--- src/rtl/nvm_map_pkg.sv ---
// Package of offsets, fields, reset values and timing for the flash map front end
package nvm_map_pkg;

  // ****************************************************************
  // Register offsets (byte-wide registers, one aligned APB word each)
  // ****************************************************************
  localparam logic [4:0] IDX_CLOCK_DIVIDER = 5'h00;
  localparam logic [4:0] IDX_LOCKDOWN_STATE = 5'h01;
  localparam logic [4:0] IDX_COMMAND_OBJECT_INDEX = 5'h02;
  localparam logic [4:0] IDX_RESERVED_ZERO = 5'h03;
  localparam logic [4:0] IDX_CONTROLLER_CONFIG = 5'h04;
  localparam logic [4:0] IDX_FAULT_INTERRUPT_ENABLE = 5'h05;
  localparam logic [4:0] IDX_CONTROLLER_STATE = 5'h06;
  localparam logic [4:0] IDX_FAULT_FLAGS = 5'h07;
  localparam logic [4:0] IDX_PROGRAM_ARRAY_GUARD = 5'h08;
  localparam logic [4:0] IDX_DATA_ARRAY_GUARD = 5'h09;
  localparam logic [4:0] IDX_COMMAND_OBJECT_HIGH = 5'h0a;
  localparam logic [4:0] IDX_COMMAND_OBJECT_LOW = 5'h0b;
  localparam logic [4:0] IDX_NONVOLATILE_OPTION = 5'h10;
  localparam logic [4:0] REG_COUNT = 5'h14;

  // ****************************************************************
  // Field positions and write masks
  // ****************************************************************
  localparam int DIV_LOADED_BIT = 7;
  localparam int DIV_LOCK_BIT = 6;
  localparam logic [7:0] DIV_VALUE_MASK = 8'h3f;
  localparam logic [7:0] INDEX_MASK = 8'h07;
  localparam logic [7:0] CONFIG_MASK = 8'h93;
  localparam logic [7:0] FAULT_EN_MASK = 8'h03;
  localparam logic [7:0] DATA_GUARD_MASK = 8'h8f;
  localparam logic [1:0] CODE_OPEN = 2'h2;
  localparam logic [7:0] LOCKDOWN_ALL_SET = 8'hff;

  // ****************************************************************
  // Reset values
  // ****************************************************************
  localparam logic [7:0] RESET_BYTE = 8'h00;
  localparam logic [7:0] RESET_GUARD = 8'hff;

  // ****************************************************************
  // Global address map (18-bit byte addresses)
  // ****************************************************************
  localparam logic [17:0] REG_SPACE_BASE = 18'h00000;
  localparam logic [17:0] REG_SPACE_END = 18'h003ff;
  localparam logic [17:0] DATA_FLASH_BASE = 18'h00400;
  localparam logic [17:0] DATA_FLASH_END = 18'h013ff;
  localparam logic [17:0] RESOURCE_BASE = 18'h04000;
  localparam logic [17:0] RESOURCE_END = 18'h07fff;
  localparam logic [17:0] PROG_FLASH_BASE = 18'h30000;
  localparam logic [17:0] PROG_FLASH_END = 18'h3ffff;
  localparam logic [17:0] PROG_LOWER_BASE = 18'h38000;
  localparam logic [17:0] PROG_HIGHER_TOP = 18'h3ffff;
  localparam logic [17:0] BACKDOOR_KEY_BASE = 18'h3ff00;
  localparam logic [17:0] BACKDOOR_KEY_END = 18'h3ff07;
  localparam logic [17:0] CFG_RESERVED_BASE = 18'h3ff08;
  localparam logic [17:0] CFG_PROG_GUARD = 18'h3ff0c;
  localparam logic [17:0] CFG_DATA_GUARD = 18'h3ff0d;
  localparam logic [17:0] CFG_OPTION = 18'h3ff0e;
  localparam logic [17:0] CFG_LOCKDOWN = 18'h3ff0f;
  localparam logic [17:0] VERSION_ID_BASE = 18'h040b6;
  localparam logic [17:0] VERSION_ID_END = 18'h040b7;
  localparam logic [17:0] PROGRAM_ONCE_BASE = 18'h040c0;
  localparam logic [17:0] PROGRAM_ONCE_END = 18'h040ff;
  localparam logic [17:0] PROG_IFR_END = 18'h040ff;

  // ****************************************************************
  // Decode regions
  // ****************************************************************
  typedef enum logic [5:0] {
    RGN_NONE = 6'h01,
    RGN_REGS = 6'h02,
    RGN_DATA = 6'h04,
    RGN_IFR = 6'h08,
    RGN_PROG = 6'h10,
    RGN_RSVD = 6'h20
  } region_e;

  // ****************************************************************
  // Timing
  // ****************************************************************
  localparam int MCLK_HZ = 20000000;
  localparam int TIMEBASE_HZ = 1000000;

endpackage
--- src/rtl/nvm_map_front.sv ---
// Register file, address decoder, divider timebase and lockdown load for the flash controller
module nvm_map_front (
  // Clock and reset
  input wire logic mclk,
  input wire logic reset,
  // APB slave
  input wire logic psel,
  input wire logic penable,
  input wire logic pwrite,
  input wire logic [7:0] paddr,
  input wire logic [31:0] pwdata,
  input wire logic [3:0] pstrb,
  output logic [31:0] prdata,
  output logic pready,
  output logic pslverr,
  // Controller status from the command engine
  input wire logic command_complete_flag,
  input wire logic special_mode,
  input wire logic init_phase,
  input wire logic [7:0] state_in,
  input wire logic [7:0] fault_in,
  // Reset sequence load of the configuration bytes
  input wire logic cfg_load_valid,
  input wire logic cfg_load_dbl_fault,
  input wire logic [7:0] cfg_lockdown_byte,
  input wire logic [7:0] cfg_prog_guard_byte,
  input wire logic [7:0] cfg_data_guard_byte,
  input wire logic [7:0] cfg_option_byte,
  input wire logic backdoor_unlock,
  // Global address decode
  input wire logic [17:0] gaddr,
  input wire logic resource_window_select,
  output logic [5:0] region,
  output logic [2:0] prog_zone,
  output logic [2:0] cfg_zone,
  output logic [1:0] ifr_zone,
  // Timebase and derived control
  output logic tick_1mhz,
  output logic backdoor_allowed,
  output logic part_unlocked,
  output logic [7:0] command_object_index_reg,
  output logic [15:0] command_object,
  output logic [7:0] controller_config,
  output logic [7:0] fault_interrupt_enable,
  output logic [7:0] program_array_guard_reg,
  output logic [7:0] data_array_guard
);

  // ****************************************************************
  // Bus access
  // ****************************************************************
  // Decode works on the word index; lanes above zero are ignored
  logic [4:0] idx;
  logic access;
  logic wr;
  logic write_open;
  logic [7:0] wbyte;
  logic [7:0] rd_d;
  logic [7:0] clock_divider_reg_q;
  logic [7:0] lockdown_state_reg_q;
  logic [7:0] nonvolatile_option_reg_q;
  logic [7:0] index_q;
  logic [7:0] cob_hi_q;
  logic [7:0] cob_lo_q;
  logic [7:0] config_q;
  logic [7:0] fault_en_q;
  logic [7:0] prog_guard_q;
  logic [7:0] data_guard_q;
  logic pready_q;

  assign idx = paddr[6:2];
  // First access cycle only, so the answer cycle cannot write twice
  assign access = psel && penable && !pready_q;
  assign write_open = command_complete_flag || init_phase;
  // Lane zero only carries the byte; strobe lane zero must be set
  assign wr = access && pwrite && pstrb[0] && write_open && (paddr[7] == 1'b0);
  assign wbyte = pwdata[7:0];

  // One wait state: answer on the second access cycle
  always_ff @(posedge mclk) begin
    if (reset) begin
      pready_q <= 1'b0;
    end else begin
      pready_q <= access;
    end
  end

  // ****************************************************************
  // Clock divider register
  // ****************************************************************
  logic div_write;
  assign div_write = wr && (idx == nvm_map_pkg::IDX_CLOCK_DIVIDER);

  always_ff @(posedge mclk) begin
    if (reset) begin
      clock_divider_reg_q <= nvm_map_pkg::RESET_BYTE;
    end else if (div_write) begin
      // Loaded flag records any accepted write, even one the lock refuses
      clock_divider_reg_q[nvm_map_pkg::DIV_LOADED_BIT] <= 1'b1;
      // Special mode may clear the lock; bit seven never follows the bus
      if (special_mode) begin
        clock_divider_reg_q[6:0] <= wbyte[6:0];
      end else if (!clock_divider_reg_q[nvm_map_pkg::DIV_LOCK_BIT]) begin
        clock_divider_reg_q[5:0] <= wbyte[5:0];
        clock_divider_reg_q[nvm_map_pkg::DIV_LOCK_BIT] <= wbyte[nvm_map_pkg::DIV_LOCK_BIT];
      end
    end
  end

  // ****************************************************************
  // 1 MHz timebase
  // ****************************************************************
  // Divide by value plus one; a stale value only stretches one period
  // Comparing with >= lets a smaller new value take hold at once
  logic [5:0] tb_cnt_q;
  logic tick_q;
  always_ff @(posedge mclk) begin
    if (reset) begin
      tb_cnt_q <= 6'h00;
      tick_q <= 1'b0;
    end else if (tb_cnt_q >= clock_divider_reg_q[5:0]) begin
      tb_cnt_q <= 6'h00;
      tick_q <= 1'b1;
    end else begin
      tb_cnt_q <= tb_cnt_q + 6'h01;
      tick_q <= 1'b0;
    end
  end

  // ****************************************************************
  // Lockdown state register and configuration load
  // ****************************************************************
  // No bus write reaches this register
  // A load wins over an unlock pulse in the same cycle
  always_ff @(posedge mclk) begin
    if (reset) begin
      lockdown_state_reg_q <= nvm_map_pkg::LOCKDOWN_ALL_SET;
    end else if (cfg_load_valid) begin
      if (cfg_load_dbl_fault) begin
        lockdown_state_reg_q <= nvm_map_pkg::LOCKDOWN_ALL_SET;
      end else begin
        lockdown_state_reg_q <= cfg_lockdown_byte;
      end
    end else if (backdoor_unlock && backdoor_allowed) begin
      lockdown_state_reg_q[1:0] <= nvm_map_pkg::CODE_OPEN;
    end
  end

  // Unlock uses the registered enable, so it lags a load by two cycles
  always_ff @(posedge mclk) begin
    if (reset) begin
      backdoor_allowed <= 1'b0;
      part_unlocked <= 1'b0;
    end else begin
      backdoor_allowed <= (lockdown_state_reg_q[7:6] == nvm_map_pkg::CODE_OPEN);
      part_unlocked <= (lockdown_state_reg_q[1:0] == nvm_map_pkg::CODE_OPEN);
    end
  end

  // ****************************************************************
  // Plain control registers
  // ****************************************************************
  // Masks keep unimplemented bits at zero on read back
  always_ff @(posedge mclk) begin
    if (reset) begin
      index_q <= nvm_map_pkg::RESET_BYTE;
      cob_hi_q <= nvm_map_pkg::RESET_BYTE;
      cob_lo_q <= nvm_map_pkg::RESET_BYTE;
      config_q <= nvm_map_pkg::RESET_BYTE;
      fault_en_q <= nvm_map_pkg::RESET_BYTE;
    end else if (wr) begin
      case (idx)
        nvm_map_pkg::IDX_COMMAND_OBJECT_INDEX: index_q <= wbyte & nvm_map_pkg::INDEX_MASK;
        nvm_map_pkg::IDX_COMMAND_OBJECT_HIGH: cob_hi_q <= wbyte;
        nvm_map_pkg::IDX_COMMAND_OBJECT_LOW: cob_lo_q <= wbyte;
        nvm_map_pkg::IDX_CONTROLLER_CONFIG: config_q <= wbyte & nvm_map_pkg::CONFIG_MASK;
        nvm_map_pkg::IDX_FAULT_INTERRUPT_ENABLE: begin
          fault_en_q <= wbyte & nvm_map_pkg::FAULT_EN_MASK;
        end
        default: begin
        end
      endcase
    end
  end

  // Guards and option take their image from the configuration field
  // Bus writes to them share the busy and lane gating of the rest
  always_ff @(posedge mclk) begin
    if (reset) begin
      prog_guard_q <= nvm_map_pkg::RESET_GUARD;
      data_guard_q <= nvm_map_pkg::RESET_GUARD;
      nonvolatile_option_reg_q <= nvm_map_pkg::RESET_GUARD;
    end else if (cfg_load_valid && !cfg_load_dbl_fault) begin
      prog_guard_q <= cfg_prog_guard_byte;
      data_guard_q <= cfg_data_guard_byte & nvm_map_pkg::DATA_GUARD_MASK;
      nonvolatile_option_reg_q <= cfg_option_byte;
    end else if (wr && idx == nvm_map_pkg::IDX_PROGRAM_ARRAY_GUARD) begin
      prog_guard_q <= wbyte;
    end else if (wr && idx == nvm_map_pkg::IDX_DATA_ARRAY_GUARD) begin
      data_guard_q <= wbyte & nvm_map_pkg::DATA_GUARD_MASK;
    end else if (wr && idx == nvm_map_pkg::IDX_NONVOLATILE_OPTION) begin
      nonvolatile_option_reg_q <= wbyte;
    end
  end

  // ****************************************************************
  // Read mux
  // ****************************************************************
  // Unmapped and reserved indices read zero rather than undefined data
  always_comb begin
    rd_d = 8'h00;
    if (paddr[7] == 1'b0) begin
      case (idx)
        nvm_map_pkg::IDX_CLOCK_DIVIDER: rd_d = clock_divider_reg_q;
        nvm_map_pkg::IDX_LOCKDOWN_STATE: rd_d = lockdown_state_reg_q;
        nvm_map_pkg::IDX_COMMAND_OBJECT_INDEX: rd_d = index_q;
        nvm_map_pkg::IDX_CONTROLLER_CONFIG: rd_d = config_q;
        nvm_map_pkg::IDX_FAULT_INTERRUPT_ENABLE: rd_d = fault_en_q;
        nvm_map_pkg::IDX_CONTROLLER_STATE: rd_d = state_in;
        nvm_map_pkg::IDX_FAULT_FLAGS: rd_d = fault_in;
        nvm_map_pkg::IDX_PROGRAM_ARRAY_GUARD: rd_d = prog_guard_q;
        nvm_map_pkg::IDX_DATA_ARRAY_GUARD: rd_d = data_guard_q;
        nvm_map_pkg::IDX_COMMAND_OBJECT_HIGH: rd_d = cob_hi_q;
        nvm_map_pkg::IDX_COMMAND_OBJECT_LOW: rd_d = cob_lo_q;
        nvm_map_pkg::IDX_NONVOLATILE_OPTION: rd_d = nonvolatile_option_reg_q;
        default: rd_d = 8'h00;
      endcase
    end
  end

  // Read data is latched in the access cycle and stands until the next read
  always_ff @(posedge mclk) begin
    if (reset) begin
      prdata <= 32'h00000000;
    end else if (access && !pwrite) begin
      prdata <= {24'h000000, rd_d};
    end
  end

  // ****************************************************************
  // Global address decoder
  // ****************************************************************
  // Regions are registered, so each answer trails the address by one cycle
  logic [5:0] region_d;
  logic [2:0] prog_zone_d;
  logic [2:0] cfg_zone_d;
  logic [1:0] ifr_zone_d;
  always_comb begin
    region_d = nvm_map_pkg::RGN_NONE;
    if (gaddr <= nvm_map_pkg::REG_SPACE_END) begin
      region_d = nvm_map_pkg::RGN_REGS;
    end else if (gaddr >= nvm_map_pkg::DATA_FLASH_BASE && gaddr <= nvm_map_pkg::DATA_FLASH_END) begin
      region_d = nvm_map_pkg::RGN_DATA;
    end else if (gaddr >= nvm_map_pkg::RESOURCE_BASE && gaddr <= nvm_map_pkg::RESOURCE_END &&
                 resource_window_select) begin
      // Resource window decodes only while the select bit is set
      region_d = (gaddr <= nvm_map_pkg::PROG_IFR_END) ? nvm_map_pkg::RGN_IFR : nvm_map_pkg::RGN_RSVD;
    end else if (gaddr >= nvm_map_pkg::PROG_FLASH_BASE) begin
      region_d = nvm_map_pkg::RGN_PROG;
    end
  end

  // Zone 0 outside program flash, 1 middle, 2 lower, 4 higher; PROG_LOWER_BASE and address bit 14 set the exact limits
  always_comb begin
    prog_zone_d = 3'h0;
    if (region_d == nvm_map_pkg::RGN_PROG) begin
      if (gaddr >= nvm_map_pkg::PROG_LOWER_BASE && !gaddr[14]) begin
        prog_zone_d = 3'h2;
      end else if (gaddr >= nvm_map_pkg::PROG_LOWER_BASE) begin
        prog_zone_d = 3'h4;
      end else begin
        prog_zone_d = 3'h1;
      end
    end
  end

  always_comb begin
    // Key and configuration bytes decode on the address alone
    cfg_zone_d = 3'h0;
    if (gaddr >= nvm_map_pkg::BACKDOOR_KEY_BASE && gaddr <= nvm_map_pkg::BACKDOOR_KEY_END) begin
      cfg_zone_d = 3'h1;
    end else if (gaddr >= nvm_map_pkg::CFG_RESERVED_BASE && gaddr < nvm_map_pkg::CFG_PROG_GUARD) begin
      cfg_zone_d = 3'h2;
    end else if (gaddr == nvm_map_pkg::CFG_PROG_GUARD) begin
      cfg_zone_d = 3'h3;
    end else if (gaddr == nvm_map_pkg::CFG_DATA_GUARD) begin
      cfg_zone_d = 3'h4;
    end else if (gaddr == nvm_map_pkg::CFG_OPTION) begin
      cfg_zone_d = 3'h5;
    end else if (gaddr == nvm_map_pkg::CFG_LOCKDOWN) begin
      cfg_zone_d = 3'h6;
    end
  end

  always_comb begin
    ifr_zone_d = 2'h0;
    if (region_d == nvm_map_pkg::RGN_IFR) begin
      if (gaddr >= nvm_map_pkg::VERSION_ID_BASE && gaddr <= nvm_map_pkg::VERSION_ID_END) begin
        ifr_zone_d = 2'h1;
      end else if (gaddr >= nvm_map_pkg::PROGRAM_ONCE_BASE) begin
        ifr_zone_d = 2'h2;
      end
    end
  end

  always_ff @(posedge mclk) begin
    if (reset) begin
      region <= nvm_map_pkg::RGN_NONE;
      prog_zone <= 3'h0;
      cfg_zone <= 3'h0;
      ifr_zone <= 2'h0;
    end else begin
      region <= region_d;
      prog_zone <= prog_zone_d;
      cfg_zone <= cfg_zone_d;
      ifr_zone <= ifr_zone_d;
    end
  end

  // ****************************************************************
  // Registered outputs
  // ****************************************************************
  // Copies trail their registers by one cycle
  always_ff @(posedge mclk) begin
    if (reset) begin
      tick_1mhz <= 1'b0;
      command_object_index_reg <= nvm_map_pkg::RESET_BYTE;
      command_object <= 16'h0000;
      controller_config <= nvm_map_pkg::RESET_BYTE;
      fault_interrupt_enable <= nvm_map_pkg::RESET_BYTE;
      program_array_guard_reg <= nvm_map_pkg::RESET_GUARD;
      data_array_guard <= nvm_map_pkg::RESET_GUARD;
    end else begin
      tick_1mhz <= tick_q;
      command_object_index_reg <= index_q;
      command_object <= {cob_hi_q, cob_lo_q};
      controller_config <= config_q;
      fault_interrupt_enable <= fault_en_q;
      program_array_guard_reg <= prog_guard_q;
      data_array_guard <= data_guard_q;
    end
  end

  assign pready = pready_q;
  // Refused writes are dropped silently, so no error is ever flagged
  assign pslverr = 1'b0;

endmodule // nvm_map_front

--- config.mk ---
export PLATFORM = sky130hd
export DESIGN_NAME = nvm_map_front
export DESIGN_NICKNAME = d
export VERILOG_FILES = /design/src/rtl/nvm_map_pkg.sv /design/src/rtl/nvm_map_front.sv
export SDC_FILE = /design/constraint.sdc
export NUM_CORES = 1
export LEC_CHECK = 0
export ABC_AREA = 1
export BUFFER_PORTS_ARGS = -buffer_cell sky130_fd_sc_hd__clkbuf_2
export CAP_MARGIN = 20
export CORE_UTILIZATION = 45
export DETAILED_ROUTE_END_ITERATION = 12
export MAX_ROUTING_LAYER = met4
export PLACE_DENSITY_LB_ADDON = 0.12
export REMOVE_ABC_BUFFERS = 1
export SLEW_MARGIN = 40
export SYNTH_ARGS = -nofsm -noshare
export SYNTH_HDL_FRONTEND = slang
export SYNTH_SLANG_ARGS = --single-unit
--- constraint.sdc ---
create_clock -name mclk -period 1.25 [get_ports mclk]
set_input_delay 0.1875 -clock mclk [delete_from_list [all_inputs] [get_ports mclk]]
set_output_delay 0.1875 -clock mclk [all_outputs]
set_load 0.02 [all_outputs]
# == Word level (Yosys, flattened, before mapping) ==
# Index checks and enable logic that the tools add are counted.
# classes
n_reduce_logical,45
n_bitwise,3
magnitude_cmp,16
n_eq_ne,22
addsub,1
n_mux,32
# ops
cell,count
8-bit one-hot mux with 12 select lines,1
8-bit two-way mux,11
18-bit equality test (second input constant),4
18-bit greater-or-equal comparator (second input constant),4
18-bit by 15-bit greater-or-equal comparator with 1-bit output (second input constant),3
18-bit by 15-bit less-or-equal comparator with 1-bit output (second input constant),3
6-bit two-way mux,4
5-bit by 3-bit equality test with 1-bit output (second input constant),4
5-bit by 4-bit equality test with 1-bit output (second input constant),4
1-bit logical AND,20
18-bit by 11-bit greater-or-equal comparator with 1-bit output (second input constant),1
18-bit by 10-bit less-or-equal comparator with 1-bit output (second input constant),1
18-bit by 13-bit less-or-equal comparator with 1-bit output (second input constant),1
18-bit less-or-equal comparator (second input constant),1
18-bit < comparator (second input constant),1
7-bit two-way mux,2
2-bit AND reduction,7
2-bit two-way mux,6
3-bit two-way mux,4
2-bit nonzero test,4
2-bit OR reduction,4
6-bit by 1-bit adder with 6-bit output (second input constant),1
6-bit by 4-bit equality test with 1-bit output (second input constant),1
6-bit by 5-bit equality test with 1-bit output (second input constant),1
15 further kinds,26
# totals
wordCells,152
inputBits,122
regBits,139

# == Longest topological paths before layout ==
# Gate-level depths: netlist of the first run.
# logic_depth
ltp_word,11
ltp_mapped,11

# == Worst setup path after synthesis of the first run ==
# OpenSTA, ideal clock, no wires.
# synth_path
path_type,reg2reg
from,register pready_q (netlist: pready)
to,register nonvolatile_option_reg_q[1]
path_slack_ns,-0.238
path_stages_with_launch,8
t_required_ns,1.112
t_arrival_ns,1.350
n_path_buf,0
setup_ns,0.138
cell_sequence,dfxtp_1 -> nand3b_4 -> nor2_1 -> nand2_4 -> nor3_4 -> nor2_2 -> nand2_1 -> nand4_1
# synth_between
elab_chain_len,9
word_cells_on_any_way,13
cone_classes,eq/ne: 2; reduce/logical: 11
# synth_lines
item,line_no,source
"start, declared",nvm_map_front.sv:69,logic pready_q;
"start signal, assigned",nvm_map_front.sv:84,pready_q <= access;
1-bit zero test (*),nvm_map_front.sv:73,assign access = psel && penable && !pready_q;
1-bit logical AND (*),nvm_map_front.sv:73,
1-bit logical AND (*) (4 in series),nvm_map_front.sv:76,assign wr = access && pwrite && pstrb[0] && write_open && (paddr[7] == 1'b0);
"1-bit logical AND, on equally long branches","nvm_map_front.sv:199, nvm_map_front.sv:197, nvm_map_front.sv:201",
2-bit != test (no source line) / 2-bit nonzero test (equally long branches),-,
3-bit AND reduction (no source line) (*),-,
"end signal, assigned",nvm_map_front.sv:192,nonvolatile_option_reg_q <= nvm_map_pkg::RESET_GUARD;
"end signal, assigned",nvm_map_front.sv:196,nonvolatile_option_reg_q <= cfg_option_byte;
"end signal, assigned",nvm_map_front.sv:202,nonvolatile_option_reg_q <= wbyte;
"end, declared",nvm_map_front.sv:61,logic [7:0] nonvolatile_option_reg_q;
# Every way passes the cells marked *; elsewhere a longest branch is shown, timed or not.
# A chain may end at the register's enable or synchronous reset.

# == Worst setup path after layout of the first run ==
# layout_path
from,register pready_q (netlist: pready)
to,register nonvolatile_option_reg_q[5]
# The elaborated chain is that of the path after synthesis.

==> results of run 1 <==
[final cells by class]
cell class / instances / area [µm²]
Inverter: 95 / 364
Tap cell: 176 / 220
Sequential cell: 135 / 2710
Clock buffer: 18 / 429
Clock inverter: 14 / 148
Multi-Input combinational cell: 585 / 3110
Fill cell: 1181 / 4320
Timing Repair Buffer: 291 / 2040
[path summary, 6_finish.rpt]
| kind | start | to | slack [ns] | depth (start not counted) |
|---|---|---|---|---|
| hold / removal | cfg_option_byte[1] | nonvolatile_option_reg_q[1] | 0.009 | 3 |
| setup reg to reg | pready | nonvolatile_option_reg_q[5] | -0.27 | 8 |
| setup / recovery | pready | nonvolatile_option_reg_q[5] | -0.27 | 8 |
| hold reg to reg | tick_q | tick_1mhz | 0.41 | 2 |
[power groups by stage]
stage,logic [mW],registers [mW],clock network [mW]
floorplan,0.461,4.57,0
global placement,1.07,4.54,0
detailed placement,1.07,4.54,0
CTS,1.15,4.45,4.94
global route,1.29,4.46,5.15
finish,1.20,4.45,4.90
[critical path, stage by stage (launching register included)]
cell and delay (ns):
dfxtp_2 0.31, nand3b_4 0.16, nor2_4 0.15, nand2_8 0.12, buf_4 0.19, nor3_4 0.15, nor2_2 0.12, nand2_1 0.08
nand4_1 0.10
[repair_timing]
| action | CTS | global route |
|---|---|---|
| hold buffers | 19 | 0 |
| hold endpoints to repair | 19 | 0 |
| setup endpoints to repair | 70 | 71 |
| resized for setup | 34 | 78 |
| pin swaps | 10 | 20 |
| cloned | 0 | 2 |
| buffers inserted | 4 | 11 |
[kinds of logic after synthesis]
family / synth area share
adders and majority gates: 0.0141
AOI/OAI and AO/OA: 0.0911
DFF: 0.434
xor gates and xnor gates: 0.00282
and+or+nand+nor: 0.322
other: 0.000603
buffers and inverters: 0.136
[through the flow]
| stage | worst slack [ns] | total power [mW] |
|---|---|---|
| 3_3_place_gp | -0.304 | 5.62 |
| 4_1_cts | -0.184 | 10.5 |
| 5_1_grt | -0.330 | 10.9 |
| 6_report | -0.270 | 10.5 |
| 3_5_place_dp | -0.296 | 5.62 |
| 2_1_floorplan | -0.927 | 5.03 |
[per-layer routing]
| layer | GRT usage | part of all wire | vias up |
|---|---|---|---|
| met4 | 0.112 | 0.029 | 0 |
| met2 | 0.428 | 0.47 | 247 |
| met5 | - | 0 | - |
| li1 | - | - | 3257 |
| met1 | 0.327 | 0.43 | 2876 |
| met3 | 0.0665 | 0.067 | 38 |
[layout by cell type (no fill, tap or decap), drive strengths merged, types with 5 or more instances in the layout]
master and count:
nor2 130, inv 99, buf 114, nand3 61
nand2 172, o21ai 34, o22ai 6, clkinvlp 5
nor3 16, a22oi 7, a21oi 40, nand4 48
dfxtp 135, or2 7, clkbuf 176, o211ai 9
ha 7, conb 40, dlygate4sd3 19
==> summary.md, run 1 <==
| Metric | Value |
|---|---|
| Number of synthesized register bits | `between 100 and 150` |
| Failing checks | `negative setup slack` |
| Vias | `roughly 6400` |
| DR vias/cell | `4.88` |
| Asr flop ratio synth | `0` |
| Fin Hold WS | `0.00890 ns` |
| Fin crit share | `1.22` |
| Main synth FF type | `dfxtp_1` |
| Post-route setup TNS | `-11.13 ns` |
| Synth Area per Inst | `7.30 µm²` |
| Power per Cell Area | `~1200 mW/mm²` |
| RSZ-0062 raised after global routing | `yes` |
| Root Driver | `clkbuf_16` |
| TritonCTS Buffers | `17` |
| Ports | `between 200 and 250` |
| Largest area contributor in the netlist | `dfxtp_1` |
| Max FFs per register | `16` |
| Total clock sinks | `135` |
| H-tree levels | `4` |
| CTS clock-pin slew for the worst setup and hold paths | `0.06 ns` |
| Hold Violations, Final | `0` |
| Critical path class | `register to register` |
| DP HPWL | `14100 µm` |
| Worst Hold Class | `input pin to register` |
| Pint | `7.81 mW` |
| I/O Buffers | `around 160` |
| Outcome | `finished with violations` |
| Largest net degree at the start of global routing | `between 40 and 50` |
| Max-cap viol count | `0` |
| Most flops, register | `command_object` |
| Cell variety after synth | `38` |
| Sw Ratio | `0.260` |
| Chip Height | `120 µm` |
| Achievable Freq | `0.658 GHz` |
| Startpoint types | `register` |
| Sequential share of power | `0.422` |
| Final ANT Viol Nets | `0` |
| First-pass GRT wire length | `a little under 30000 µm` |
| Initial DRC Count | `351` |
| Initial antenna violation count | `0` |
| Gpl congestion | `roughly 0.96` |
| Most frequent cell after synthesis | `nand2_1` |
| Crit path arrival time | `around 1.8 ns` |
| CTS tree | `done` |
| Final non-filler cell total | `approximately 1300` |
| # placed instances | `1247` |
| Antenna cells | `0` |
| Top cells by area, synth | `dfxtp_1, nand2_1, nor2_1` |
| Top-area cell type share of the netlist area | `0.434` |
| Worst Path Max Fanout | `8` |
| Die width | `120 µm` |
| NetSw | `2.74 mW` |
| WL/cell | `about 14 µm` |
| Clock skew | `approximately 0.0066 ns` |
| Layout Utilization | `0.676` |
| Nets@finish | `1254` |
| Slew Viols, Final | `0` |
| Final Setup Violations | `69` |
| Final min period | `1.52 ns` |
| Clock Latency Late Sink | `0.42 ns` |
| Clk pwr share | `0.465` |
| Crit end category | `register` |
| Maximum vdd drop | `0.799 mV` |
| Total core area | `0.0133 mm²` |
| Max Buffers Root-to-Sink | `2` |
| Row cnt | `42` |
| Post-route setup slack | `-0.270 ns` |
| Critical Path RT | `~1.5 ns` |
| Number of synthesized flops with an enable pin | `0` |
| Die area | `0.0143 mm²` |
| Starting Density | `0.466` |
| Share of cells above drive strength 1 | `0.349` |
| Placed Area | `approximately 0.0077 mm²` |
| Post-synthesis cell count | `853` |
| DRC viols | `0` |
| Remaining Overflow, GRT | `0` |
| Final non-filler cell area | `between 0.009 and 0.01 mm²` |
| First-pass detailed-route iteration total | `5` |
| Synth warn | `0` |
| Final wirelength | `between 15000 and 20000 µm` |
| Gate power share | `0.113` |
| Commonest cells in the netlist | `nand2_1, dfxtp_1, nor2_1` |
| Synthesis-to-layout area growth | `45.0%` |
| Vias in the first global route | `5873` |
| LEAKAGE | `~4.4 nW` |
| Sequential area share after synthesis | `0.434` |
| Synth Cell Area | `0.00622 mm²` |
| GRT Util Overall | `0.270` |
Note: power is estimated with default switching activity, not from simulation.
==> run 2, diff against run 1 <==
- CELL_PAD_IN_SITES_DETAIL_PLACEMENT: not set -> 1
- CELL_PAD_IN_SITES_GLOBAL_PLACEMENT: not set -> 1
- CORE_UTILIZATION: 45 -> 31
==> summary.md, run 2 (same netlist as run 1, synthesis figures left out) <==
| Metric | Value |
|---|---|
| Met3 wire len | `963 µm` |
| First-pass GRT wire length | `around 35000 µm` |
| Final Setup Violations | `69` |
| Clk pwr share | `0.470` |
| Worst Hold Depth | `3` |
| Crit end category | `register` |
| Starting Density | `0.318` |
| Sw Ratio | `0.258` |
| Post-route setup TNS | `-12.16 ns` |
| DR vias/cell | `4.60` |
| CTS tree | `done` |
| Initial DRC Count | `around 240` |
| CTS clock-pin slew for the worst setup and hold paths | `0.06 ns` |
| Pint | `7.95 mW` |
| LEAKAGE | `4.39 nW` |
| Clock skew | `approximately 0.0044 ns` |
| Outcome | `finished with violations` |
| Most flops, register | `command_object` |
| Die width | `144 µm` |
| Achievable Freq | `about 0.66 GHz` |
| Final non-filler cell area | `about 0.009 mm²` |
| Fin Hold WS | `approximately 0.015 ns` |
| Met1 Routed Length | `approximately 10000 µm` |
| R2R cell count | `9` |
| Vias in the first global route | `approximately 6300` |
| DRC viols | `0` |
| Ports | `229` |
| TritonCTS Buffers | `17` |
| Root Driver | `clkbuf_16` |
| Hold Violations, Final | `0` |
| Final ANT Viol Nets | `0` |
| Final min period | `1.51 ns` |
| Worst Path Max Fanout | `6` |
| Max FFs per register | `16` |
| Gate power share | `0.114` |
| Power Total | `10.7 mW` |
| Failing checks | `negative setup slack` |
| Gpl congestion | `0.909` |
| Critical path class | `register to register` |
| Total clock sinks | `around 140` |
| Power per Cell Area | `1180 mW/mm²` |
| Max Buffers Root-to-Sink | `2` |
| Sequential share of power | `0.416` |
| DP HPWL | `17500 µm` |
| Remaining Overflow, GRT | `0` |
| GRT Util Overall | `0.234` |
| Final wirelength | `roughly 22000 µm` |
| Clock Latency Late Sink | `0.42 ns` |
| Most frequent cells in the layout | `nand2_1, clkbuf_2, dfxtp_1, nor2_1, buf_4` |
| Fillers | `~2500` |
| Top routing layer in use | `met4` |
| Placed Area | `0.00788 mm²` |
| Share of cells above drive strength 1 | `0.343` |
| Maximum vdd drop | `between 0.9 and 1 mV` |
| Chip Height | `144 µm` |
| WL/cell | `about 16 µm` |
| Initial antenna violation count | `0` |
| I/O Buffers | `between 150 and 200` |
| Antenna cells | `0` |
| RSZ-0062 raised after global routing | `yes` |
| Layout Utilization | `0.462` |
| Leading cell type in the layout, fill and taps excluded | `nand2_1` |
| Max-cap viol count | `0` |
| Critical Path RT | `1.55 ns` |
| Worst Hold Class | `input pin to register` |
| Crit path arrival time | `1.81 ns` |
| NetSw | `2.77 mW` |
| Total core area | `0.0196 mm²` |
| Die area | `about 0.021 mm²` |
| H-tree levels | `4` |
| Startpoint types | `register` |
| Row cnt | `51` |
| Synthesis-to-layout area growth | `45.5%` |
| Post-route setup slack | `-0.258 ns` |
| Largest net degree at the start of global routing | `34` |
| Nets@finish | `1253` |
| Fin crit share | `1.21` |
| Vias | `roughly 6400` |
| First-pass detailed-route iteration total | `5` |
| Slew Viols, Final | `0` |
| Met2 WL post-DR | `10800 µm` |
-- run 2: cell types whose count changed in the layout (fill, tap and decap cells not counted), moves of 4 or more --
cell,previous run,this run
o21ai_0,9,13
buf_6,13,7
nand3_1,50,59
nand2_1,167,160
nand2_2,3,10
o21ai_2,12,6
buf_4,92,97
nand3_2,11,2
-- run 2: final timing paths --
path                      start                     endpoint  slack [ns]
max                      pready              data_guard_q[0]       -0.26
min          cfg_option_byte[5]  nonvolatile_option_reg_q[5]        0.02
max reg2reg              pready              data_guard_q[0]       -0.26
min reg2reg              tick_q                    tick_1mhz        0.40
-- run 2: final cells by class --
cell class | count | area, µm² | area share
multi-input combinational | 587 | 3100 | 0.342
sequential | 135 | 2710 | 0.300
timing repair buffer | 288 | 1960 | 0.216
clock buffer | 20 | 467 | 0.0515
inverter | 95 | 359 | 0.0397
tap | 265 | 332 | 0.0366
clock inverter | 11 | 124 | 0.0137
-- run 2: timing repair --
item,in CTS,in global routing
gates cloned,3,0
hold buffers,19,0
buffers inserted,8,1
endpoints found under the setup margin,70,71
hold endpoints to repair,19,0
pin swaps,18,11
gates resized for setup,40,57
-- run 2: critical path, cell delays in order (launching register included) --
cell and delay [ns]:
dfxtp_2 0.32, nand3b_4 0.16, nor2_4 0.15, nand2_4 0.14, buf_4 0.20, buf_6 0.11
inv_4 0.06, nand2_4 0.07, nand3_1 0.07, nand4_1 0.09
-- run 2: metrics by stage --
step           worst slack (ns)  cells
2_1_floorplan            -0.927    815
3_3_place_gp             -0.367   1340
3_5_place_dp             -0.415   1340
4_1_cts                  -0.238   1401
5_1_grt                  -0.380   1401
6_report                 -0.258   1401
-- run 2: layer usage --
layer / track usage / vias up
li1: - / 3245
met1: 0.293 / 3011
met2: 0.379 / 162
met3: 0.0383 / 25
met4: 0.0812 / 0
met5: - / -
-- run 2: power by group through the flow --
stage                     logic [mW]  clock network (mW)  registers [mW]
final                           1.22                5.04            4.46
after global placement          1.12                   0            4.55
after floorplan                0.461                   0            4.57
after global routing            1.33                5.37            4.46
after detailed placement        1.12                   0            4.55
after CTS                       1.20                5.17            4.46
